===== src/core/tv_pwr_regs.svh =====
// Constants for the power and bandwidth control block
`ifndef TV_PWR_REGS_SVH
`define TV_PWR_REGS_SVH
`define PWR_CODE_NORMAL 3'h0
`define PWR_CODE_POWER_DOWN 3'h1
`define PWR_CODE_FULL_DOWN 3'h2
`define PWR_CODE_SVIDEO_OFF 3'h3
`define PWR_CODE_COMPOSITE_OFF 3'h4
`define MODE_MAX 5'h1A
`define AUX_SEL_VCO 1'h0
`define AUX_SEL_REF 1'h1
`define SVIDEO_BW_WIDE_BIT 1
`define SVIDEO_BW_WIDEST 2'h2
`define BW_RESET 6'h00
`define MODE_RESET 5'h00
`define GATE_ON 1'h1
`define GATES_OFF 6'h00
`define SENSE_CLEAR 1'h0
`define LOAD_ON 1'h1
`define SENSE_CHANNEL_COUNT 2
`define SENSE_CH_SVIDEO 0
`define SENSE_CH_COMPOSITE 1
`endif


===== src/core/tv_pwr_pkg.sv =====
// Types for the power and bandwidth control block
package tv_pwr_pkg;
  typedef enum logic [2:0] {
    st_normal, st_power_down, st_full_down, st_svideo_off, st_composite_off
  } pwr_state_t;
  typedef struct packed {
    logic [1:0] chroma_bw_select;
    logic composite_luma_bw_select;
    logic [1:0] svideo_luma_bw_select;
    logic svideo_luma_peaking_enable;
  } bw_fields_t;
  typedef struct packed {
    logic [4:0] display_mode;
    logic [1:0] chroma_bw;
    logic composite_luma_bw;
    logic [1:0] svideo_luma_bw;
    logic svideo_peaking;
  } filter_cfg_t;
  typedef struct packed {
    logic core_enable;
    logic svideo_dac_enable;
    logic composite_dac_enable;
    logic aux_clock_enable;
    logic pixel_clock_enable;
    logic control_port_enable;
  } power_gates_t;
endpackage : tv_pwr_pkg


===== src/core/tv_encoder_power_and_bandwidth_ctrl.sv =====
// Power state sequencing, output gating, TV sense and filter setup

`timescale 1ns/100ps
`include "tv_pwr_regs.svh"
module tv_encoder_power_and_bandwidth_ctrl (
  input wire logic clock,
  input wire logic sys_rst,
  input wire logic pwr_write,
  input wire logic [2:0] pwr_code,
  input wire logic bw_write,
  input wire tv_pwr_pkg::bw_fields_t bw_fields,
  input wire logic [4:0] display_mode,
  input wire logic aux_clock_is_output,
  input wire logic aux_clock_source,
  input wire logic master_clock_mode,
  input wire logic sense_svideo_pin,
  input wire logic sense_composite_pin,
  output logic [2:0] pwr_code_reg,
  output tv_pwr_pkg::bw_fields_t bw_fields_reg,
  output tv_pwr_pkg::pwr_state_t state_reg,
  output tv_pwr_pkg::power_gates_t gates_reg,
  output logic aux_clock_select_reg,
  output logic svideo_present_reg,
  output logic composite_present_reg,
  output tv_pwr_pkg::filter_cfg_t filter_cfg
);

  localparam int SENSE_CHANNELS = `SENSE_CHANNEL_COUNT;

  tv_pwr_pkg::pwr_state_t state_next;
  tv_pwr_pkg::power_gates_t gates_next;
  logic [2:0] code_next;
  tv_pwr_pkg::bw_fields_t bw_next;
  logic bw_load_reg;
  wire logic code_valid;
  wire logic code_accept;
  wire logic aux_next;

  // One named wire per registered state except full down
  wire logic in_normal;
  wire logic in_power_down;
  wire logic in_svideo_off;
  wire logic in_composite_off;

  // Gate enables, decoded from the registered state and the two clock mode inputs
  wire logic running;
  wire logic core_on;
  wire logic svideo_dac_on;
  wire logic composite_dac_on;
  wire logic aux_clock_on;
  wire logic pixel_clock_on;
  wire logic control_port_on;

  // Sense channels, one bit per output connector
  wire logic [SENSE_CHANNELS-1:0] sense_pins;
  wire logic [SENSE_CHANNELS-1:0] sense_synced;

  // Unknown codes are ignored so one valid state always holds
  assign code_valid = pwr_code <= `PWR_CODE_COMPOSITE_OFF;
  // Slave only: nothing but a host write moves the state
  assign code_accept = pwr_write && code_valid;
  assign code_next = code_accept ? pwr_code : pwr_code_reg;
  assign bw_next = bw_write ? bw_fields : bw_fields_reg;
  assign aux_next = aux_clock_source ? `AUX_SEL_REF : `AUX_SEL_VCO;

  always_comb begin
    state_next = state_reg;
    // Refused codes leave state and readback untouched
    if (code_accept) begin
      case (pwr_code)
        `PWR_CODE_NORMAL: state_next = tv_pwr_pkg::st_normal;
        `PWR_CODE_POWER_DOWN: state_next = tv_pwr_pkg::st_power_down;
        `PWR_CODE_FULL_DOWN: state_next = tv_pwr_pkg::st_full_down;
        `PWR_CODE_SVIDEO_OFF: state_next = tv_pwr_pkg::st_svideo_off;
        `PWR_CODE_COMPOSITE_OFF: state_next = tv_pwr_pkg::st_composite_off;
        default: state_next = state_reg;
      endcase
    end
  end

  assign in_normal = state_reg == tv_pwr_pkg::st_normal;
  assign in_power_down = state_reg == tv_pwr_pkg::st_power_down;
  assign in_svideo_off = state_reg == tv_pwr_pkg::st_svideo_off;
  assign in_composite_off = state_reg == tv_pwr_pkg::st_composite_off;

  // Full down is where running and power down are both low
  assign running = in_normal || in_svideo_off || in_composite_off;
  assign core_on = running;
  assign svideo_dac_on = running && !in_svideo_off;
  assign composite_dac_on = running && !in_composite_off;
  assign aux_clock_on = running || (in_power_down && aux_clock_is_output);
  assign pixel_clock_on = running || (in_power_down && master_clock_mode);
  // Port must stay up or the host could never wake the part
  assign control_port_on = `GATE_ON;

  // Gates lag the state by one cycle, the price of registered outputs
  always_comb begin
    gates_next.core_enable = core_on;
    gates_next.svideo_dac_enable = svideo_dac_on;
    gates_next.composite_dac_enable = composite_dac_on;
    gates_next.aux_clock_enable = aux_clock_on;
    gates_next.pixel_clock_enable = pixel_clock_on;
    gates_next.control_port_enable = control_port_on;
  end

  always_ff @(posedge clock) begin
    if (sys_rst) begin
      state_reg <= tv_pwr_pkg::st_normal;
    end else begin
      state_reg <= state_next;
    end
  end

  // Readback shows the last accepted code only
  always_ff @(posedge clock) begin
    if (sys_rst) begin
      pwr_code_reg <= `PWR_CODE_NORMAL;
    end else begin
      pwr_code_reg <= code_next;
    end
  end

  always_ff @(posedge clock) begin
    if (sys_rst) begin
      gates_reg <= `GATES_OFF;
    end else begin
      gates_reg <= gates_next;
    end
  end

  // Raw fields kept for readback, low S-Video bit included
  always_ff @(posedge clock) begin
    if (sys_rst) begin
      bw_fields_reg <= `BW_RESET;
    end else begin
      bw_fields_reg <= bw_next;
    end
  end

  // Reload each cycle so a display mode change is tracked too
  always_ff @(posedge clock) begin
    if (sys_rst) begin
      bw_load_reg <= `LOAD_ON;
    end else begin
      bw_load_reg <= `LOAD_ON;
    end
  end

  always_ff @(posedge clock) begin
    if (sys_rst) begin
      aux_clock_select_reg <= `AUX_SEL_VCO;
    end else begin
      aux_clock_select_reg <= aux_next;
    end
  end

  assign sense_pins[`SENSE_CH_SVIDEO] = sense_svideo_pin;
  assign sense_pins[`SENSE_CH_COMPOSITE] = sense_composite_pin;

  // Sense pins are asynchronous: two stages before any logic reads them
  genvar ch;
  generate
    for (ch = 0; ch < SENSE_CHANNELS; ch++) begin : g_sense_sync
      logic first_reg;
      logic second_reg;
      always_ff @(posedge clock) begin
        if (sys_rst) begin
          first_reg <= `SENSE_CLEAR;
          second_reg <= `SENSE_CLEAR;
        end else begin
          first_reg <= sense_pins[ch];
          second_reg <= first_reg;
        end
      end
      // Only the second stage leaves the loop
      assign sense_synced[ch] = second_reg;
    end
  endgenerate

  always_ff @(posedge clock) begin
    if (sys_rst) begin
      svideo_present_reg <= `SENSE_CLEAR;
    end else begin
      svideo_present_reg <= sense_synced[`SENSE_CH_SVIDEO];
    end
  end

  always_ff @(posedge clock) begin
    if (sys_rst) begin
      composite_present_reg <= `SENSE_CLEAR;
    end else begin
      composite_present_reg <= sense_synced[`SENSE_CH_COMPOSITE];
    end
  end

  tv_filter_select u_filter (
    .clock(clock),
    .sys_rst(sys_rst),
    .load(bw_load_reg),
    .display_mode(display_mode),
    .fields(bw_fields_reg),
    .cfg_reg(filter_cfg)
  );
endmodule : tv_encoder_power_and_bandwidth_ctrl


===== src/core/tv_filter_select.sv =====
// Filter bandwidth selection from display mode and programmed fields
`timescale 1ns/100ps
`include "tv_pwr_regs.svh"
module tv_filter_select (
  input wire logic clock,
  input wire logic sys_rst,
  input wire logic load,
  input wire logic [4:0] display_mode,
  input wire tv_pwr_pkg::bw_fields_t fields,
  output tv_pwr_pkg::filter_cfg_t cfg_reg
);
  tv_pwr_pkg::filter_cfg_t cfg_next;
  wire logic mode_ok;
  wire logic [1:0] svideo_code;
  assign mode_ok = display_mode <= `MODE_MAX;
  // Codes 10 and 11 both select the widest response
  assign svideo_code = fields.svideo_luma_bw_select[`SVIDEO_BW_WIDE_BIT] ?
    `SVIDEO_BW_WIDEST : fields.svideo_luma_bw_select;
  always_comb begin
    cfg_next = cfg_reg;
    // Out of range modes keep the previous setting
    if (load && mode_ok) begin
      cfg_next.display_mode = display_mode;
      cfg_next.chroma_bw = fields.chroma_bw_select;
      cfg_next.composite_luma_bw = fields.composite_luma_bw_select;
      cfg_next.svideo_luma_bw = svideo_code;
      cfg_next.svideo_peaking = fields.svideo_luma_peaking_enable;
    end
  end
  always_ff @(posedge clock) begin
    if (sys_rst) begin
      cfg_reg <= '0;
    end else begin
      cfg_reg <= cfg_next;
    end
  end
endmodule : tv_filter_select


===== config.mk =====
export PLATFORM = sky130hd
export DESIGN_NAME = tv_encoder_power_and_bandwidth_ctrl
export DESIGN_NICKNAME = d
export VERILOG_FILES = /design/src/core/tv_pwr_pkg.sv /design/src/core/tv_encoder_power_and_bandwidth_ctrl.sv /design/src/core/tv_filter_select.sv
export VERILOG_INCLUDE_DIRS = /design/src /design/src/core
export SDC_FILE = /design/constraint.sdc
export NUM_CORES = 1
export LEC_CHECK = 0
export BUFFER_PORTS_ARGS = -buffer_cell sky130_fd_sc_hd__buf_2
export CAP_MARGIN = 25
export CORE_UTILIZATION = 46
export CTS_CLUSTER_SIZE = 14
export DETAILED_ROUTE_END_ITERATION = 16
export PLACE_DENSITY = 0.75
export SLEW_MARGIN = 20
export SYNTH_ARGS = -nofsm -noshare
export SYNTH_HDL_FRONTEND = slang
export SYNTH_HIERARCHICAL = 1
export SYNTH_SLANG_ARGS = --single-unit

===== constraint.sdc =====
create_clock -name clock -period 1.1 [get_ports clock]
set_input_delay 0.165 -clock clock [delete_from_list [all_inputs] [get_ports clock]]
set_output_delay 0.165 -clock clock [all_outputs]
set_load 0.01 [all_outputs]

==> impl_metrics.ini <==
[setup_path]
reg2reg_to = u_filter/cfg_reg[1]
cpPeakStageDelay_ps = 340
reg2reg_slack_ps = 100
worstPathArrival_ps = 900
critPathTopFamily = flip-flops
worstPathCellList = buf_6, buf_6
cp-start-kind = flip-flop
crit_required_ps = 940
cpMaxStageDelayCell = dfxtp_2
worst_setup_path_end_kind = output port
crit_top_cell = buf_6
critical_path_buf_inv_count = 2
cp_max_fo = 5
worstSetupPathType = flip-flop to output port
rr_worst_depth = 2
reg2reg_from = bw_fields_reg[2]

[drt]
firstDrtPassIters = 4
ant_nets = 0
wl_per_cell_um = 11.92
drtIter0Drc = 32
wl_um = 2693
vias = 1164
vias_per_cell = 5.150
drc = 0

[sta]
min_period_ps = 1063
slew_viol_final = 0
fmax_ghz = 0.9407
hold_ws_ps = 41.96
totalNegativeSetupSlack_ps = 0
setup_viol = 0
period_share_pct = 96.64
finalHoldViolCount = 0
skew_ps = 6.697
grt_setup_unrepaired = yes
fin_ws_ps = 36.91

[cells_and_area]
multiInputGateArea_sq_um = 571.8
drive_above_1_share_pct = 37.95
nets = 218
largest_reg_flops = 11
diodes = 0
seqCellArea_sq_um = 726.9
nFillCells = 239
syn_to_final_growth_pct = 27.55

[die]
die_w_um = 56.15
pin_count = 55
rows = 19
core_area_sq_um = 2758
die_h_um = 56.15
die_area_sq_um = 3153
start_util_pct = 48.91

[yosys]
syn_inst = 135
synth.yosys.seq_area_share_pct = 53.43
synth.largest_area_cell = dfxtp_1
synth_commonest_cells = dfxtp_1, a21oi_1, o211ai_1, nor2_1, nor2b_1
synth_edf_count = 0
syn-cell-area_sq_um = 1349
yosysMostFrequentCell = dfxtp_1
synth.top_cell.area_share_pct = 53.43
ys.flop_type = dfxtp_1
async_reset_ff_share_pct = 0
synth.distinct_cells = 29
ys_ff_latch = 36
synthTopCellsByArea = dfxtp_1, o211ai_1, a21oi_1
syn-mean-instance-area_sq_um = 9.991
ys.warnings.count = 6

[power_and_ir_drop]
ir_drop_uv = 1129
total_power_mw = 2.384
p_leak_nw = 0.8102
power_density_nw_per_um2 = 1386

[hold_path]
hold_path_depth = 2
hp-class = input pin to flip-flop
worstHoldStart = aux_clock_source
min_to = aux_clock_select_reg

[job]
max-cap-violations = 0

[outcome]
status = finished, final reports clean

[placement]
hpwl_um = 2025
gp_congestion = 0.7684
numPortBuffers = 54
dp_slack_ps = -28.77

[global_routing]
grt_max_degree = 26
grt_pass1_vias = 1077
antenna_found_initial = 0
grt_overflow = 0
grt.total_usage_pct = 18.19
grt_pass1_wl_um = 4409

[clock_tree]
clkTransAtPathRegs_ps = 100
cts_tree = done
cts_buffer_depth = 2
clk_latency_ps = 320
cts_buffers = 5
cts-root-buf = clkbuf_4
cts-htree-levels = 2
cts_hold_buffers = 0
clock-sinks = 36
-- layout by cell type, fill, tap and decap left out, drive strengths merged --
cell type and count:
a211oi 3, or3b 2, inv 3, nor2 9
o21bai 2, mux2i 7, clkinv 1, o211ai 14
dfxtp 36, buf 60, and2 1, nor3b 1
a21bo 3, nand2b 2, a21oi 15, nor3 2
o21ai 6, nor2b 8, or2b 1, o21a 2
conb 2, nand2 6, and2b 1, clkbuf 6
or2 2
-- stage by stage --
| step | cell area, sq um | cells | utilization [%] |
|---|---|---|---|
| 2_1_floorplan | 1353 | 136 | - |
| 3_3_place_gp | 1650 | 218 | 59.85 |
| 6_report | 1720 | 226 | 62.39 |
| 3_5_place_dp | 1650 | 218 | 59.85 |
| 5_1_grt | 1720 | 226 | 62.39 |
| 4_1_cts | 1709 | 225 | 61.98 |
-- layout make-up --
type                    instances  area share [%]
clock buffers                   6           2.400
clock inverters                 1          0.2909
inverters                       3          0.6545
multi-input cells              89           33.24
flip-flops and latches         36           42.25
well taps                      31           2.255
repair buffers                 60           18.91
-- cells by family (layout without fill, tap and decap cells) --
kind of cell / count (synthesis) / in the layout / synth area share [%]
buf+inv: 11 / 70 / 4.452
compound gates: 45 / 45 / 22.54
mux: 7 / 7 / 5.195
flops: 36 / 36 / 53.43
other cells: 1 / 2 / 0.2780
simple gates: 35 / 35 / 14.10
-- worst max-delay path by stage --
stage,depth (start not counted),endpoint,start,slack [ps]
final,2,state_reg[0],state_reg[0],40
after floorplan,4,u_filter/cfg_reg[1],display_mode[2],100
after CTS,2,state_reg[0],state_reg[0],9
after detailed placement,4,u_filter/cfg_reg[1],display_mode[2],-30
after global routing,2,state_reg[0],state_reg[0],-3
after global placement,4,u_filter/cfg_reg[1],display_mode[2],10
-- report_power, final --
| part | internal [mW] | switching, mW | leakage (nW) |
|---|---|---|---|
| Combinational | 0.167 | 0.185 | 0.484 |
| Sequential | 1.38 | 0.0371 | 0.298 |
| Clock | 0.235 | 0.383 | 0.0281 |
-- per-layer routing --
metal / global-route usage (%) / share of wire (%) / up-vias
met5: 0 / 0 / -
met4: 10.45 / 2.5 / 0
met3: 6.279 / 8.1 / 9
met2: 29.08 / 46 / 48
met1: 21.06 / 43 / 514
li1: - / - / 593
-- timing repair --
action                     4_1_cts  5_1_grt
setup endpoints to repair        2        3
hold endpoints to repair         0        0
resized for setup                4        2
setup buffers                    0        1
No activity file was read; power rests on OpenSTA's default activity.
